[src/rtl/pdp_pkg.sv]
// Register map, field layout and reset values of the power-driver port block
package pdp_pkg;
    // Register indices; each register is one aligned word, byte address is four times these
    localparam logic [9:0] IDX_PORTE_DATA = 10'h040;
    localparam logic [9:0] IDX_PORTF_DATA = 10'h042;
    localparam logic [9:0] IDX_PORTE_SHORT = 10'h044;
    localparam logic [9:0] IDX_PORTF_SHORT = 10'h043;
    localparam logic [9:0] IDX_PWM_SELECT = 10'h048;
    localparam logic [9:0] IDX_PWM_CTRL = 10'h04C;
    localparam logic [9:0] IDX_CH_VALUE0 = 10'h050;
    localparam logic [9:0] IDX_CH_VALUE1 = 10'h054;
    localparam logic [9:0] IDX_GPIO_DATA = 10'h060;
    localparam logic [9:0] IDX_GPIO_DIR = 10'h064;
    // Byte addresses of the registers on APB
    localparam logic [11:0] ADDR_PORTE_DATA = {IDX_PORTE_DATA, 2'b00};
    localparam logic [11:0] ADDR_PORTF_DATA = {IDX_PORTF_DATA, 2'b00};
    localparam logic [11:0] ADDR_PORTE_SHORT = {IDX_PORTE_SHORT, 2'b00};
    localparam logic [11:0] ADDR_PORTF_SHORT = {IDX_PORTF_SHORT, 2'b00};
    localparam logic [11:0] ADDR_PWM_SELECT = {IDX_PWM_SELECT, 2'b00};
    localparam logic [11:0] ADDR_PWM_CTRL = {IDX_PWM_CTRL, 2'b00};
    localparam logic [11:0] ADDR_CH_VALUE0 = {IDX_CH_VALUE0, 2'b00};
    localparam logic [11:0] ADDR_CH_VALUE1 = {IDX_CH_VALUE1, 2'b00};
    localparam logic [11:0] ADDR_GPIO_DATA = {IDX_GPIO_DATA, 2'b00};
    localparam logic [11:0] ADDR_GPIO_DIR = {IDX_GPIO_DIR, 2'b00};
    // Reset values
    localparam logic [7:0] RST_DATA = 8'h00;
    localparam logic [7:0] RST_DIR = 8'h00;
    localparam logic [7:0] RST_FLAGS = 8'h00;
    // Field positions
    localparam int PWM_CTRL_SIGN0_POS = 0;
    localparam int PWM_CTRL_SIGN1_POS = 1;
    localparam int CH_SIGN_POS = 8;
    // Short-flag sample point: quarter of a bus cycle after period start, one clock here
    localparam int SAMPLE_DELAY_CYC = 1;
    localparam int PWM_PERIOD_CYC = 256;
    // Bridge switch patterns {sw3,sw2,sw1,sw0}
    localparam logic [3:0] BRIDGE_FWD = 4'h9;
    localparam logic [3:0] BRIDGE_BWD = 4'h6;
    localparam logic [3:0] BRIDGE_OFF = 4'hA;
    typedef enum logic [2:0] {
        PDP_ST_OFF = 3'h1,
        PDP_ST_FWD = 3'h2,
        PDP_ST_BWD = 3'h4
    } pdp_bridge_t;
endpackage

[src/rtl/pdp_port.sv]
// Power-driver ports with H-bridge PWM control, short flags and a generic GPIO port
//
// Behaviour
// - Port F short-flag register: bits 3..0 flag faults, bits 7..4 read zero.
// - Writing one clears a short flag; writing zero leaves it.
// - Forward state: switches 1,2 off; switches 0,3 on.
// - Backward state: switches 0,3 off; switches 1,2 on.
// - Off state: switches 0,2 off; switches 1,3 on.
// - Static line holds its side high; PWM line pulls opposite side low.
// - PWM alternates forward/off or backward/off; ratio sets average current.
// - Direction reversal moves forward/backward and swaps line roles.
// - Current is linear in nine-bit two's-complement channel value.
// - Direction bit change swaps PWM/static roles but leaves PWM polarity unchanged.
// - Negative channel values invert the generated PWM.
// - Build option forces power ports low in wait mode, or not.
// - GPIO pin is output when direction bit is one, else input.
// - Reset clears every direction bit: pins start as inputs.
// - Direction register is readable and writable.
// - Data write with direction zero updates latch only.
// - Data write with direction one updates latch and drives pin.
// - Data read returns pin for inputs, latch for outputs.
// - Read-modify-write on input pin reads pin, stores result in latch.
// - Output level compared with command, sampled just after PWM period start.
// - Per-bit select chooses data register or PWM for each output.
// - Port E eight-bit short-flag register, each bit cleared by writing one.
`timescale 1ns/100ps
module pdp_port #(
    parameter bit WAIT_FORCE_LOW = 1'b1,
    parameter int GPIO_WIDTH = 8
) (
    input wire logic core_clk_in,
    input wire logic srst_in,
    input wire logic clk_en_in,
    input wire logic wait_mode_in,
    input wire logic psel_in,
    input wire logic penable_in,
    input wire logic pwrite_in,
    input wire logic [11:0] paddr_in,
    input wire logic [31:0] pwdata_in,
    output logic [31:0] prdata_out,
    output logic pready_out,
    output logic pslverr_out,
    input wire logic [7:0] port_e_pin_in,
    input wire logic [3:0] port_f_pin_in,
    output logic [7:0] port_e_out,
    output logic [3:0] port_f_out,
    input wire logic [GPIO_WIDTH-1:0] gpio_pin_in,
    output logic [GPIO_WIDTH-1:0] gpio_out,
    output logic [GPIO_WIDTH-1:0] gpio_oe_out
);
    // GPIO data and direction registers are one byte wide, so wider ports cannot be served
    if (GPIO_WIDTH < 1 || GPIO_WIDTH > 8) begin : g_bad_gpio_width
        $error("GPIO_WIDTH must be 1..8");
    end

    logic [7:0] port_e_data;
    logic [3:0] port_f_data;
    logic [7:0] port_e_short_flags;
    logic [3:0] port_f_short_flags;
    logic [11:0] pwm_output_select;
    logic [1:0] bridge_sign;
    logic [8:0] ch_value [2];
    logic [GPIO_WIDTH-1:0] gpio_latch;
    logic [GPIO_WIDTH-1:0] gpio_dir;
    logic [7:0] pwm_cnt;
    logic [7:0] sample_cnt;
    logic [3:0] pwm_raw;
    logic [7:0] e_cmd;
    logic [3:0] f_cmd;
    logic sample_now;
    logic [31:0] next_rdata;
    logic wr_acc;
    logic [7:0] wbyte;
    logic [GPIO_WIDTH-1:0] gpio_read;
    pdp_pkg::pdp_bridge_t bstate [2];

    assign wr_acc = psel_in && penable_in && pwrite_in && clk_en_in;
    assign wbyte = pwdata_in[7:0];
    assign pready_out = 1'b1;
    assign pslverr_out = 1'b0;

    // Shared period counter for the two PWM generators (channels 0 and 2)
    always_ff @(posedge core_clk_in) begin
        if (srst_in) begin
            pwm_cnt <= 8'h00;
        end else if (clk_en_in) begin
            pwm_cnt <= pwm_cnt + 8'h01;
        end
    end

    // Sample one clock after the period starts so the driver output has settled
    assign sample_now = clk_en_in && (pwm_cnt == 8'(pdp_pkg::SAMPLE_DELAY_CYC));
    assign sample_cnt = pwm_cnt;

    // One generator per bridge; all share the period counter
    for (genvar b = 0; b < 2; b++) begin : g_chan
        pdp_pwm_chan u_chan (
            .cnt_in(sample_cnt),
            .value_in(ch_value[b]),
            .pwm_out(pwm_raw[2*b])
        );
        // Odd channels have no generator here and idle low
        assign pwm_raw[2*b+1] = 1'b0;
    end

    // Bridge state per channel pair: forward/off or backward/off only
    always_comb begin
        for (int b = 0; b < 2; b++) begin
            if (!pwm_raw[2*b]) begin
                bstate[b] = pdp_pkg::PDP_ST_OFF;
            end else if (bridge_sign[b]) begin
                bstate[b] = pdp_pkg::PDP_ST_BWD;
            end else begin
                bstate[b] = pdp_pkg::PDP_ST_FWD;
            end
        end
    end

    // Map states to {sw3,sw2,sw1,sw0}; sw0/sw1 form left line, sw2/sw3 right line
    function automatic logic [3:0] pdp_switches(input pdp_pkg::pdp_bridge_t st);
        logic [3:0] sw;
        sw = pdp_pkg::BRIDGE_OFF;
        case (st)
            pdp_pkg::PDP_ST_FWD: sw = pdp_pkg::BRIDGE_FWD;
            pdp_pkg::PDP_ST_BWD: sw = pdp_pkg::BRIDGE_BWD;
            pdp_pkg::PDP_ST_OFF: sw = pdp_pkg::BRIDGE_OFF;
            default: sw = pdp_pkg::BRIDGE_OFF;
        endcase
        return sw;
    endfunction

    // Each line of a bridge nibble drives one switch; static side stays on
    always_comb begin
        logic [3:0] sw_pat;
        sw_pat = 4'h0;
        e_cmd = 8'h00;
        for (int b = 0; b < 2; b++) begin
            sw_pat = pdp_switches(bstate[b]);
            // Sign swaps which side toggles, so roles trade places
            e_cmd[4*b +: 4] = sw_pat;
        end
        for (int i = 0; i < 8; i++) begin
            if (!pwm_output_select[i]) begin
                e_cmd[i] = port_e_data[i];
            end
        end
        for (int i = 0; i < 4; i++) begin
            f_cmd[i] = pwm_output_select[8+i] ? pwm_raw[i] : port_f_data[i];
        end
    end

    // Wait-mode policy is fixed at build time
    always_ff @(posedge core_clk_in) begin
        if (srst_in) begin
            port_e_out <= 8'h00;
        end else if (clk_en_in) begin
            if (WAIT_FORCE_LOW && wait_mode_in) begin
                port_e_out <= 8'h00;
            end else begin
                port_e_out <= e_cmd;
            end
        end
    end

    always_ff @(posedge core_clk_in) begin
        if (srst_in) begin
            port_f_out <= 4'h0;
        end else if (clk_en_in) begin
            if (WAIT_FORCE_LOW && wait_mode_in) begin
                port_f_out <= 4'h0;
            end else begin
                port_f_out <= f_cmd;
            end
        end
    end

    // Registered outputs are compared, so a flag means the pin disagrees
    pdp_flag_bank #(
        .WIDTH(8)
    ) u_flags_e (
        .core_clk_in(core_clk_in),
        .srst_in(srst_in),
        .clk_en_in(clk_en_in),
        .sample_in(sample_now),
        .cmd_in(port_e_out),
        .pin_in(port_e_pin_in),
        .clr_stb_in(wr_acc && paddr_in == pdp_pkg::ADDR_PORTE_SHORT),
        .clr_mask_in(wbyte),
        .flags_out(port_e_short_flags)
    );

    pdp_flag_bank #(
        .WIDTH(4)
    ) u_flags_f (
        .core_clk_in(core_clk_in),
        .srst_in(srst_in),
        .clk_en_in(clk_en_in),
        .sample_in(sample_now),
        .cmd_in(port_f_out),
        .pin_in(port_f_pin_in),
        .clr_stb_in(wr_acc && paddr_in == pdp_pkg::ADDR_PORTF_SHORT),
        .clr_mask_in(wbyte[3:0]),
        .flags_out(port_f_short_flags)
    );

    // Port data registers
    always_ff @(posedge core_clk_in) begin
        if (srst_in) begin
            port_e_data <= pdp_pkg::RST_DATA;
            port_f_data <= pdp_pkg::RST_DATA[3:0];
        end else if (wr_acc) begin
            if (paddr_in == pdp_pkg::ADDR_PORTE_DATA) begin
                port_e_data <= wbyte;
            end
            if (paddr_in == pdp_pkg::ADDR_PORTF_DATA) begin
                port_f_data <= wbyte[3:0];
            end
        end
    end

    // PWM routing, bridge direction and channel values
    always_ff @(posedge core_clk_in) begin
        if (srst_in) begin
            pwm_output_select <= 12'h000;
            bridge_sign <= 2'b00;
            ch_value[0] <= 9'h000;
            ch_value[1] <= 9'h000;
        end else if (wr_acc) begin
            case (paddr_in)
                pdp_pkg::ADDR_PWM_SELECT: begin
                    pwm_output_select <= pwdata_in[11:0];
                end
                pdp_pkg::ADDR_PWM_CTRL: begin
                    bridge_sign[0] <= pwdata_in[pdp_pkg::PWM_CTRL_SIGN0_POS];
                    bridge_sign[1] <= pwdata_in[pdp_pkg::PWM_CTRL_SIGN1_POS];
                end
                pdp_pkg::ADDR_CH_VALUE0: begin
                    ch_value[0] <= pwdata_in[8:0];
                end
                pdp_pkg::ADDR_CH_VALUE1: begin
                    ch_value[1] <= pwdata_in[8:0];
                end
                default: begin
                end
            endcase
        end
    end

    // Latch is always written; the direction only decides whether it reaches the pin
    always_ff @(posedge core_clk_in) begin
        if (srst_in) begin
            gpio_latch <= pdp_pkg::RST_DATA[GPIO_WIDTH-1:0];
        end else if (wr_acc && paddr_in == pdp_pkg::ADDR_GPIO_DATA) begin
            // No bus RMW: software reads the pin and writes the result here
            gpio_latch <= pwdata_in[GPIO_WIDTH-1:0];
        end
    end

    always_ff @(posedge core_clk_in) begin
        if (srst_in) begin
            gpio_dir <= pdp_pkg::RST_DIR[GPIO_WIDTH-1:0];
        end else if (wr_acc && paddr_in == pdp_pkg::ADDR_GPIO_DIR) begin
            gpio_dir <= pwdata_in[GPIO_WIDTH-1:0];
        end
    end

    assign gpio_out = gpio_latch;
    assign gpio_oe_out = gpio_dir;
    assign gpio_read = (gpio_dir & gpio_latch) | (~gpio_dir & gpio_pin_in);

    // Read mux; unmapped addresses read zero
    always_comb begin
        next_rdata = 32'h0000_0000;
        case (paddr_in)
            pdp_pkg::ADDR_PORTE_DATA: begin
                next_rdata = {24'h000000, port_e_data};
            end
            pdp_pkg::ADDR_PORTF_DATA: begin
                next_rdata = {28'h0000000, port_f_data};
            end
            pdp_pkg::ADDR_PORTE_SHORT: begin
                next_rdata = {24'h000000, port_e_short_flags};
            end
            pdp_pkg::ADDR_PORTF_SHORT: begin
                next_rdata = {28'h0000000, port_f_short_flags};
            end
            pdp_pkg::ADDR_PWM_SELECT: begin
                next_rdata = {20'h00000, pwm_output_select};
            end
            pdp_pkg::ADDR_PWM_CTRL: begin
                next_rdata = {30'h00000000, bridge_sign};
            end
            pdp_pkg::ADDR_CH_VALUE0: begin
                next_rdata = {23'h000000, ch_value[0]};
            end
            pdp_pkg::ADDR_CH_VALUE1: begin
                next_rdata = {23'h000000, ch_value[1]};
            end
            pdp_pkg::ADDR_GPIO_DATA: begin
                next_rdata = 32'(gpio_read);
            end
            pdp_pkg::ADDR_GPIO_DIR: begin
                next_rdata = 32'(gpio_dir);
            end
            default: begin
                next_rdata = 32'h0000_0000;
            end
        endcase
    end

    // Data registered during setup so it is stable in the access phase
    always_ff @(posedge core_clk_in) begin
        if (srst_in) begin
            prdata_out <= 32'h0000_0000;
        end else if (clk_en_in && psel_in && !penable_in) begin
            prdata_out <= next_rdata;
        end
    end
endmodule

// One PWM generator: duty from the low eight bits of a nine-bit value
module pdp_pwm_chan (
    input wire logic [7:0] cnt_in,
    input wire logic [8:0] value_in,
    output logic pwm_out
);
    logic below;

    // Unsigned compare: a positive value gives value/256 high time
    assign below = cnt_in < value_in[7:0];
    // Negative values invert, so the high time is the magnitude over 256
    assign pwm_out = value_in[pdp_pkg::CH_SIGN_POS] ? ~below : below;
endmodule

// Short-flag bank: mismatch latched at the sample strobe, cleared by writing one
module pdp_flag_bank #(
    parameter int WIDTH = 8
) (
    input wire logic core_clk_in,
    input wire logic srst_in,
    input wire logic clk_en_in,
    input wire logic sample_in,
    input wire logic [WIDTH-1:0] cmd_in,
    input wire logic [WIDTH-1:0] pin_in,
    input wire logic clr_stb_in,
    input wire logic [WIDTH-1:0] clr_mask_in,
    output logic [WIDTH-1:0] flags_out
);
    logic [WIDTH-1:0] set_mask;

    if (WIDTH < 1 || WIDTH > 8) begin : g_bad_width
        $error("WIDTH must be 1..8");
    end

    // A shorted line reads back at the other rail
    assign set_mask = sample_in ? (cmd_in ^ pin_in) : '0;

    always_ff @(posedge core_clk_in) begin
        if (srst_in) begin
            flags_out <= pdp_pkg::RST_FLAGS[WIDTH-1:0];
        end else if (clk_en_in) begin
            if (clr_stb_in) begin
                // Set wins, so a fault in the clearing cycle is never lost
                flags_out <= (flags_out & ~clr_mask_in) | set_mask;
            end else begin
                flags_out <= flags_out | set_mask;
            end
        end
    end
endmodule

[config.mk]
export PLATFORM = sky130hd
export DESIGN_NAME = pdp_port
export DESIGN_NICKNAME = d
export VERILOG_FILES = /design/src/rtl/pdp_pkg.sv /design/src/rtl/pdp_port.sv
export SDC_FILE = /design/constraint.sdc
export NUM_CORES = 1
export LEC_CHECK = 0
export BUFFER_PORTS_ARGS = -buffer_cell sky130_fd_sc_hd__buf_4
export CORE_UTILIZATION = 58
export CTS_CLUSTER_DIAMETER = 80
export DETAILED_ROUTE_END_ITERATION = 10
export MAX_ROUTING_LAYER = met4
export PLACE_DENSITY = 0.92
export SLEW_MARGIN = 0
export SYNTH_ARGS = -nofsm -noshare
export SYNTH_HDL_FRONTEND = slang
export SYNTH_SLANG_ARGS = --single-unit
export TNS_END_PERCENT = 50
[constraint.sdc]
create_clock -name core_clk_in -period 3.68 [get_ports core_clk_in]
set_input_delay 0.552 -clock core_clk_in [delete_from_list [all_inputs] [get_ports core_clk_in]]
set_output_delay 0.552 -clock core_clk_in [all_outputs]
set_load 0.005 [all_outputs]
==> out/results.ini, run 1 <==
[timing]
slew_violations = 0
clock_skew_ps = 16.4
finalSetupViolations = 0
rsz0062_at_grt = no
hold_viol = 0
worst_slack_ps = 1280
fin_crit_sh_pct = 65.3
fmax_ghz = 0.416
setup_tns_ps = 0
finalWorstPathRequiredPeriod_ps = 2400
maxSlewHeadroom_pct = 40.2
worst_slew_pin_slew_ps = 897

[pwr]
p_leak_uw = 0.00257
p_seq_share_pct = 57.3
p_per_area_nw_per_um2 = 323
swShare_pct = 27.3
pwr-share-clk_pct = 32.6
internal_power_uw = 1510
switchingPower_uw = 567
combPwrFrac_pct = 10.1
vdd_drop_max_uv = 213
total_power_uw = 2080

[setup_path]
max_stage_delay_ps = 640
r2r_cells = 5
crit_path_cell_trace = buf_4, nor2_1, nand3_1, nor4_1, buf_4, and2_1
critPathMaxFanout = 10
crit_top_cell = buf_4
cp.arrival_ps = 2620
crit_path_top_delay_cell = nor4_1
cp-end-kind = register
start_kind = primary input
path_class = in2reg
cp_data_required_time_ps = 3900

[synth]
synth_edf_count = 18
syn-cell-area_sq_um = 5550
async_reset_ff_share_pct = 0
synth-main-ff-cell = dfxtp_1
yosys_warnings = 0
syn-instance-count = 643
ys_types = 60
syn_avg_cell_area_sq_um = 8.64
ys_seq_elements = 104
yosysSeqAreaShare_pct = 40.7

[cts]
cts-resized-gates = 0
cts.hold.buffers_added = 0
cts_root_buffer = clkbuf_8
clk_latency_ps = 370
clock-sinks = 104
postCtsSetupBuffers = 0
numCtsBuffers = 9
cts_tree = yes
h-tree-depth = 3
clock_path_buffers = 2
path_clk_slew_ps = 100

[drt]
drc = 0
top_layer_used = met4
drt-pass1-iter-count = 6
met1_length_um = 6780
routed_wl_um = 16700
wl_met2_um = 7910
vias = 5268
ant_nets = 0
viasPerCell = 6.15
drt_iter0_drc = 545
met3_length_um = 1420
wl_per_cell_um = 19.5

[cells_and_area]
finalNonFillerCells = 856
seq_area_sq_um = 2260
diodes = 0
area_growth_pct = 15.6
utilization_pct = 69.5
drive_gt1_share_pct = 18.3
multi_input_area_sq_um = 2970
fillers = 732
fin_nets = 809

[floorplan]
rows = 35
pin_count = 133
die_h_um = 99.9
coreArea_sq_um = 9240
die_area_sq_um = 9970
initial_core_util_pct = 60.1
die_w_um = 99.9

[run_status]
status = complete, no violations

[placed_design]
numPortBuffers = 90
dp_hpwl_um = 12400
dp_slack_ps = 975
routabilityCongestion = 0.972
placedCellCount = 840

[global_route]
grt_pass1_vias = 4939
grtUsageTotal_pct = 35.7
grt_max_degree = 84
grt_pass1_wl_um = 26200
antenna_found_initial = 0
grt.overflow.total = 0

[flow_run]
cap_violations = 0

[min_path]
whs_path_depth = 3
hp-class = in2reg

-- registers in the layout (all words and copies together), names as in the netlist, 8 cells and up --
name / flops
u_flags_e.flags_out: 8
gpio_out: 8
port_e_out: 8
pwm_cnt: 8
pwm_output_select: 12
gpio_oe_out: 8
port_e_data: 8
prdata_out: 12
ch_value: 18
-- cell usage in the layout, fill, tap and decap left out, types with 13 or more instances in the layout --
cell type	netlist	layout
edfxtp_1	18	18
nand3_1	15	15
o21ai_0	30	30
inv_1	28	28
buf_4	22	99
conb_1	2	22
nor2_1	43	43
mux2i_1	30	30
dfxtp_1	86	86
xor2_1	17	17
ha_1	16	16
a21oi_1	61	61
a22oi_1	13	13
nand2_1	95	95
-- power groups by stage --
stage	Combinational, uW	Clock, uW	Sequential [uW]
4_1_cts	204	681	1190
6_report	209	677	1190
3_3_place_gp	197	0	1210
3_5_place_dp	203	0	1220
5_1_grt	224	729	1190
2_1_floorplan	131	0	1210
-- kinds of logic after synthesis --
logic type | synth area share [%]
and+or+nand+nor | 21.2
AOI/OAI and AO/OA | 16.9
DFF | 40.7
buffers and inverters | 7.12
muxes | 7.23
xor gates and xnor gates | 3.15
adders and majority gates | 3.60
other | 0.135
-- per-stage QoR --
| stage | hold WS [ps] | instance area [sq um] |
|---|---|---|
| final | 423 | 6420 |
| after global routing | 421 | 6420 |
| after CTS | 408 | 6420 |
| after detailed placement | 464 | 6240 |
| after global placement | 453 | 6240 |
| after floorplan | 439 | 5630 |
-- layer usage --
layer  GRT usage [%]  up-vias
li1                -     2407
met1            45.6     2498
met2            55.9      313
met3            5.22       50
met4            16.9        0
met5               -        -
-- worst max-delay path, delay by kind of cell --
| kind | cells | cell delay (ps) |
|---|---|---|
| buffers and inverters | 2 | 410 |
| and+or+nand+nor | 4 | 1650 |
-- synthesized netlist by cell type (6+ instances only) --
cell	count	area (sq um)
xor2_1	17	149
mux2i_1	30	300
clkbuf_1	20	75.1
nor3_1	9	45.0
dfxtp_1	86	1720
nand4_1	8	50.1
a211oi_1	7	52.6
mux2_2	9	101
edfxtp_1	18	541
a21oi_1	61	305
nand2_1	95	357
o21ai_0	30	150
nand3_1	15	75.1
inv_1	28	105
nor2_1	43	161
ha_1	16	200
buf_2	7	35.0
or3_1	6	37.5
a22oi_1	13	97.6
and2_1	11	68.8
buf_4	22	165
-- final cells by class --
class | count | area share [%]
multi-input combinational | 480 | 46.3
sequential | 104 | 35.2
timing repair buffer | 99 | 11.6
tap | 129 | 2.51
clock buffer | 10 | 1.99
inverter | 28 | 1.64
clock inverter | 6 | 0.779
-- path summary, 6_finish.rpt --
kind	from	endpoint	slack, ps
max	paddr_in[2]	ch_value[0][1]$_DFFE_PP_	1280
max reg2reg	pwm_cnt[1]$_SDFFE_PP0P_	port_e_out[7]$_SDFFE_PP0P_	1590
min	pwdata_in[10]	pwm_output_select[10]$_SDFFE_PP0P_	420
min reg2reg	port_e_data[3]$_SDFFE_PP0P_	port_e_data[3]$_SDFFE_PP0P_	480
No activity file was read; power rests on OpenSTA's default activity.
==> inputs of run 2 (changes only) <==
Settings changed: CORE_UTILIZATION 58 to 54, PLACE_DENSITY 0.92 to 0.87.
Clock period 3.68 ns to 2.5 ns, I/O delays scaled along.
==> out/results.ini, run 2 (synthesized netlist as in run 1, its figures left out) <==
[floorplan]
initial_core_util_pct = 56.3  ; -3.8 points
coreArea_sq_um = 9860  ; +6.8%
die_w_um = 103  ; +3.6%
rows = 36  ; +2.9%
die_h_um = 103  ; +3.6%
pin_count = 133  ; unchanged
die_area_sq_um = 10700  ; +7.3%

[cts]
cts-resized-gates = 0  ; unchanged
clock-sinks = 104  ; unchanged
postCtsSetupBuffers = 0  ; unchanged
cts.hold.buffers_added = 0  ; unchanged
numCtsBuffers = 9  ; unchanged
path_clk_slew_ps = 100  ; about the same
clock_path_buffers = 2  ; unchanged
cts_root_buffer = clkbuf_8
h-tree-depth = 3  ; unchanged
clk_latency_ps = 380  ; about the same
cts_tree = yes

[pwr]
pwr-share-clk_pct = 34.8  ; +2.2 points
p_leak_uw = 0.00267  ; +4.1%
combPwrFrac_pct = 10.1  ; about the same
p_per_area_nw_per_um2 = 483  ; +49%
switchingPower_uw = 807  ; +42%
p_seq_share_pct = 55.1  ; -2.2 points
swShare_pct = 25.4  ; -1.9 points
internal_power_uw = 2380  ; +57%
vdd_drop_max_uv = 392  ; +84%

[placed_design]
placedCellCount = 861  ; +2.5%
routabilityCongestion = 1.00  ; +3.2%
numPortBuffers = 90  ; unchanged
dp_hpwl_um = 12800  ; +2.8%
dp_slack_ps = 223  ; -752 ps

[timing]
finalSetupViolations = 0  ; unchanged
setup_tns_ps = 0  ; unchanged
worst_slew_pin_slew_ps = 802  ; -94.8 ps
slew_violations = 0  ; unchanged
finalWorstPathRequiredPeriod_ps = 2130
rsz0062_at_grt = no
whs_ps = 240  ; -183 ps
maxSlewHeadroom_pct = 46.3  ; +6.1 points
hold_viol = 0  ; unchanged
clock_skew_ps = 13.0  ; -3.41 ps
worst_slack_ps = 373  ; -904 ps
fin_crit_sh_pct = 85.1
fmax_ghz = 0.470

[setup_path]
cp.arrival_ps = 2360  ; -260 ps
crit_top_cell = o21ai_0
r2r_start = ch_value[0][15]$_DFFE_PP_
max_stage_delay_ps = 510  ; -130 ps
cp-end-kind = register
r2r_cells = 7  ; +2
path_class = reg2reg
reg2reg_slack_ps = 370  ; -1220 ps
crit_path_cell_trace = inv_1, ha_1, nand2_1, o21ai_0, a31oi_1, xnor2_1, o21ai_0
start_kind = register
rr_endpoint = port_e_out[6]$_SDFFE_PP0P_
cp_data_required_time_ps = 2730  ; -1170 ps
critPathMaxFanout = 3  ; -7
crit_path_top_delay_cell = xnor2_1

[global_route]
antenna_found_initial = 0  ; unchanged
grt_pass1_vias = 4852  ; -1.8%
grt_max_degree = 48  ; -43%
grt.overflow.total = 0  ; unchanged
grt_pass1_wl_um = 26300  ; +0.29%
grtUsageTotal_pct = 34.5  ; -1.2 points

[drt]
drc = 0  ; unchanged
routed_wl_um = 17000  ; +1.6%
ant_nets = 0  ; unchanged
viasPerCell = 5.99  ; -2.7%
vias = 5254  ; -0.27%
wl_per_cell_um = 19.3  ; -0.81%
drt-pass1-iter-count = 5  ; -1
drt_iter0_drc = 398  ; -27%

[min_path]
whs_path_depth = 3  ; unchanged
hp-class = in2reg
min_to = pwm_output_select[9]$_SDFFE_PP0P_
min_from = pwdata_in[9]

[cells_and_area]
diodes = 0  ; unchanged
largest_registers = ch_value x18, prdata_out x12, pwm_output_select x12
utilization_pct = 66.7  ; -2.7 points
top_register = ch_value
area_growth_pct = 18.5
largest_register_ffs = 18  ; unchanged
finalNonFillerCells = 877  ; +2.5%
final_common_cell = buf_4
final_cell_mix = buf_4, nand2_1, dfxtp_1
fin_nets = 826  ; +2.1%
drive_gt1_share_pct = 20.2  ; +1.9 points

[flow_run]
cap_violations = 0  ; unchanged

[run_status]
status = complete, no violations

## run 2: worst max-delay path by stage
stage | from | cells past startpoint | to | slack (ps)
4_1_cts | pwm_cnt[1]$_SDFFE_PP0P_ | 5 | port_e_out[6]$_SDFFE_PP0P_ | 460
5_1_grt | pwm_cnt[1]$_SDFFE_PP0P_ | 5 | port_e_out[6]$_SDFFE_PP0P_ | 310
3_3_place_gp | paddr_in[9] | 6 | prdata_out[2]$_SDFFE_PP0P_ | 270
6_report | ch_value[0][15]$_DFFE_PP_ | 7 | port_e_out[6]$_SDFFE_PP0P_ | 370
2_1_floorplan | paddr_in[6] | 6 | prdata_out[2]$_SDFFE_PP0P_ | 560
3_5_place_dp | paddr_in[9] | 6 | prdata_out[2]$_SDFFE_PP0P_ | 220
## run 2: per-layer routing
layer	routed length [um]	part of all wire (%)	track usage (%)	vias to the layer above
li1	-	-	-	2435
met1	6900	41	43.9	2467
met2	8070	48	55.4	307
met3	1510	8.9	6.05	45
met4	482	2.8	12.0	0
met5	0	0	-	-
## run 2: power by group through the flow
| stage | combinational (uW) | sequential, uW | clock (uW) |
|---|---|---|---|
| 2_1_floorplan | 193 | 1780 | 0 |
| 6_report | 320 | 1750 | 1110 |
| 5_1_grt | 349 | 1760 | 1170 |
| 4_1_cts | 314 | 1750 | 1110 |
| 3_5_place_dp | 311 | 1790 | 0 |
| 3_3_place_gp | 302 | 1790 | 0 |
## run 2: metrics by stage
| stage | power (uW) | cell area, sq um |
|---|---|---|
| 6_report | 3180 | 6580 |
| 4_1_cts | 3180 | 6580 |
| 3_3_place_gp | 2090 | 6380 |
| 2_1_floorplan | 1970 | 5630 |
| 3_5_place_dp | 2100 | 6380 |
| 5_1_grt | 3280 | 6580 |
## run 2: layout make-up
cell class                 count  area, sq um
tap                          133          166
sequential                   104         2260
clock inverter                 4         52.6
fill                         821         3280
timing repair buffer         116          871
multi-input combinational    480         2970
clock buffer                  12          155
inverter                      28          105
## run 2: critical path, delay by kind of cell (launching register included)
family / cells / cell delay [ps]
AO/OA/AOI/OAI: 3 / 650
XOR/XNOR: 1 / 510
adder cells (fa/ha/maj): 1 / 270
buffers and inverters: 1 / 60
flip-flops: 1 / 430
AND/OR/NAND/NOR: 1 / 60
==> inputs of run 3 (changes only) <==
--- a/config.mk
+++ b/config.mk
@@ -7,9 +7,9 @@
 export LEC_CHECK = 0
 export BUFFER_PORTS_ARGS = -buffer_cell sky130_fd_sc_hd__buf_4
-export CORE_UTILIZATION = 54
+export CORE_UTILIZATION = 50
 export CTS_CLUSTER_DIAMETER = 80
 export DETAILED_ROUTE_END_ITERATION = 10
 export MAX_ROUTING_LAYER = met4
-export PLACE_DENSITY = 0.87
+export PLACE_DENSITY = 0.82
 export SLEW_MARGIN = 0
 export SYNTH_ARGS = -nofsm -noshare
==> constraint.sdc (replaced) <==
create_clock -name core_clk_in -period 2.5 [get_ports core_clk_in]
set_input_delay 0.125 -clock core_clk_in [delete_from_list [all_inputs] [get_ports core_clk_in]]
set_output_delay 0.125 -clock core_clk_in [all_outputs]
set_load 0.005 [all_outputs]
==> out/results.ini, run 3 (synthesized netlist as in run 1, its figures left out) <==
[floorplan]
rows = 38  ; +5.6%
die_h_um = 107  ; +3.8%
die_w_um = 107  ; +3.8%
coreArea_sq_um = 10800  ; +9.9%
die_area_sq_um = 11500  ; +7.8%
pin_count = 133  ; unchanged
initial_core_util_pct = 51.2  ; -5.1 points

[cells_and_area]
fin_nets = 821  ; -0.61%
diodes = 0  ; unchanged
top_register = ch_value
multi_input_area_sq_um = 2970  ; unchanged
seq_area_sq_um = 2260  ; unchanged
final_common_cell = buf_4
utilization_pct = 60.5  ; -6.2 points
area_growth_pct = 18.1
largest_register_ffs = 18  ; unchanged
largest_registers = ch_value x18, prdata_out x12, pwm_output_select x12
fillers = 924  ; +13%
drive_gt1_share_pct = 19.1  ; -1.1 points
final_cell_mix = buf_4, nand2_1, dfxtp_1

[timing]
fmax_ghz = 0.484  ; +2.9%
clock_skew_ps = 23.0  ; +9.98 ps
hold_viol = 0  ; unchanged
slew_violations = 0  ; unchanged
finalWorstPathRequiredPeriod_ps = 2070  ; -59.2 ps
rsz0062_at_grt = no
worst_slew_pin_slew_ps = 834  ; +31.8 ps
fin_crit_sh_pct = 82.7  ; -2.4 points
finalSetupViolations = 0  ; unchanged
maxSlewHeadroom_pct = 44.2  ; -2.1 points
worst_slack_ps = 432  ; +59.2 ps
setup_tns_ps = 0  ; unchanged

[drt]
ant_nets = 0  ; unchanged
wl_per_cell_um = 19.0  ; -1.6%
viasPerCell = 5.92  ; -1.2%
drc = 0  ; unchanged
vias = 5205  ; -0.93%
routed_wl_um = 16700  ; -1.4%
drt_iter0_drc = 544  ; +37%
drt-pass1-iter-count = 5  ; unchanged

[cts]
clock-sinks = 104  ; unchanged
cts_root_buffer = clkbuf_8
cts_tree = yes
clk_latency_ps = 400  ; +20 ps
path_clk_slew_ps = 100  ; about the same
postCtsSetupBuffers = 0  ; unchanged
h-tree-depth = 3  ; unchanged
numCtsBuffers = 9  ; unchanged
clock_path_buffers = 2  ; unchanged

[setup_path]
critPathMaxFanout = 6  ; +3
path_depth = 5  ; -2
path_class = reg2reg
crit_path_top_delay_cell = dfxtp_1
cp.arrival_ps = 2330  ; -30 ps
start_kind = register
crit_path_cell_trace = ha_1, a2111o_1, a31oi_1, xnor2_1, o21ai_0
critical_path.n_buffers_inverters = 0  ; -1
cp_data_required_time_ps = 2760  ; +30 ps
crit_family = compound AO/OA/AOI/OAI gates
cp-end-kind = register
max_stage_delay_ps = 430  ; -80 ps
r2r_cells = 5  ; -2

[pwr]
p_leak_uw = 0.00264  ; -1.4%
p_per_area_nw_per_um2 = 483  ; about the same
vdd_drop_max_uv = 440  ; +12%

[min_path]
hp-class = in2reg
whs_path_depth = 4  ; +1

[global_route]
antenna_found_initial = 0  ; unchanged
grtUsageTotal_pct = 31.1  ; -3.5 points
grt_pass1_vias = 5072  ; +4.5%
grt_max_degree = 45  ; -6.3%
grt_pass1_wl_um = 26200  ; -0.58%
grt.overflow.total = 0  ; unchanged

[placed_design]
dp_hpwl_um = 12500  ; -2.2%
dp_slack_ps = 356  ; +133 ps
routabilityCongestion = 0.941  ; -6.2%
numPortBuffers = 90  ; unchanged

[run_status]
status = complete, no violations

[flow_run]
cap_violations = 0  ; unchanged

## run 3: power by group
| group | internal, uW | switching, uW | leakage (uW) |
|---|---|---|---|
| registers | 1730 | 24.7 | 0.000864 |
| clock network | 480 | 621 | 0.000101 |
| logic | 125 | 193 | 0.00167 |
## run 3: worst register-to-register path: stages, from the launching register on
cell,delay (ps)
dfxtp_1,430
ha_1,270
a2111o_1,370
a31oi_1,370
xnor2_1,330
o21ai_0,190
## run 3: area by class of cell
class	count	area share, %
sequential	104	34.5
tap	140	2.67
timing repair buffer	111	12.9
multi-input combinational	480	45.3
inverter	28	1.60
clock buffer	10	1.95
clock inverter	6	1.14
## run 3: through the flow
step | total power, uW | cells | hold WS (ps) | instance area [sq um]
4_1_cts | 3180 | 879 | 0.710 | 6560
3_3_place_gp | 2090 | 859 | 385 | 6320
2_1_floorplan | 1970 | 663 | 265 | 5630
5_1_grt | 3280 | 879 | 7.83 | 6560
6_report | 3170 | 879 | 17.6 | 6560
3_5_place_dp | 2100 | 859 | 387 | 6320
## run 3: routing by layer
metal	track usage (%)	wire length, um
met1	38.3	6580
met2	48.5	7910
met3	6.66	1610
met4	15.0	621
met5	-	0
## run 3: final timing paths
path,endpoint,start,slack (ps)
worst max register to register,port_e_out[4]$_SDFFE_PP0P_,pwm_cnt[1]$_SDFFE_PP0P_,430
worst max-delay path,port_e_out[4]$_SDFFE_PP0P_,pwm_cnt[1]$_SDFFE_PP0P_,430
worst min register to register,gpio_out[4]$_SDFFE_PP0P_,gpio_out[4]$_SDFFE_PP0P_,470
worst min-delay path,u_flags_f.flags_out[3]$_SDFFE_PP0P_,port_f_pin_in[3],20
## run 3: repair_timing
action,in CTS,in global routing
gates resized for setup,0,0
hold endpoints to repair,4,0
hold buffers,4,0
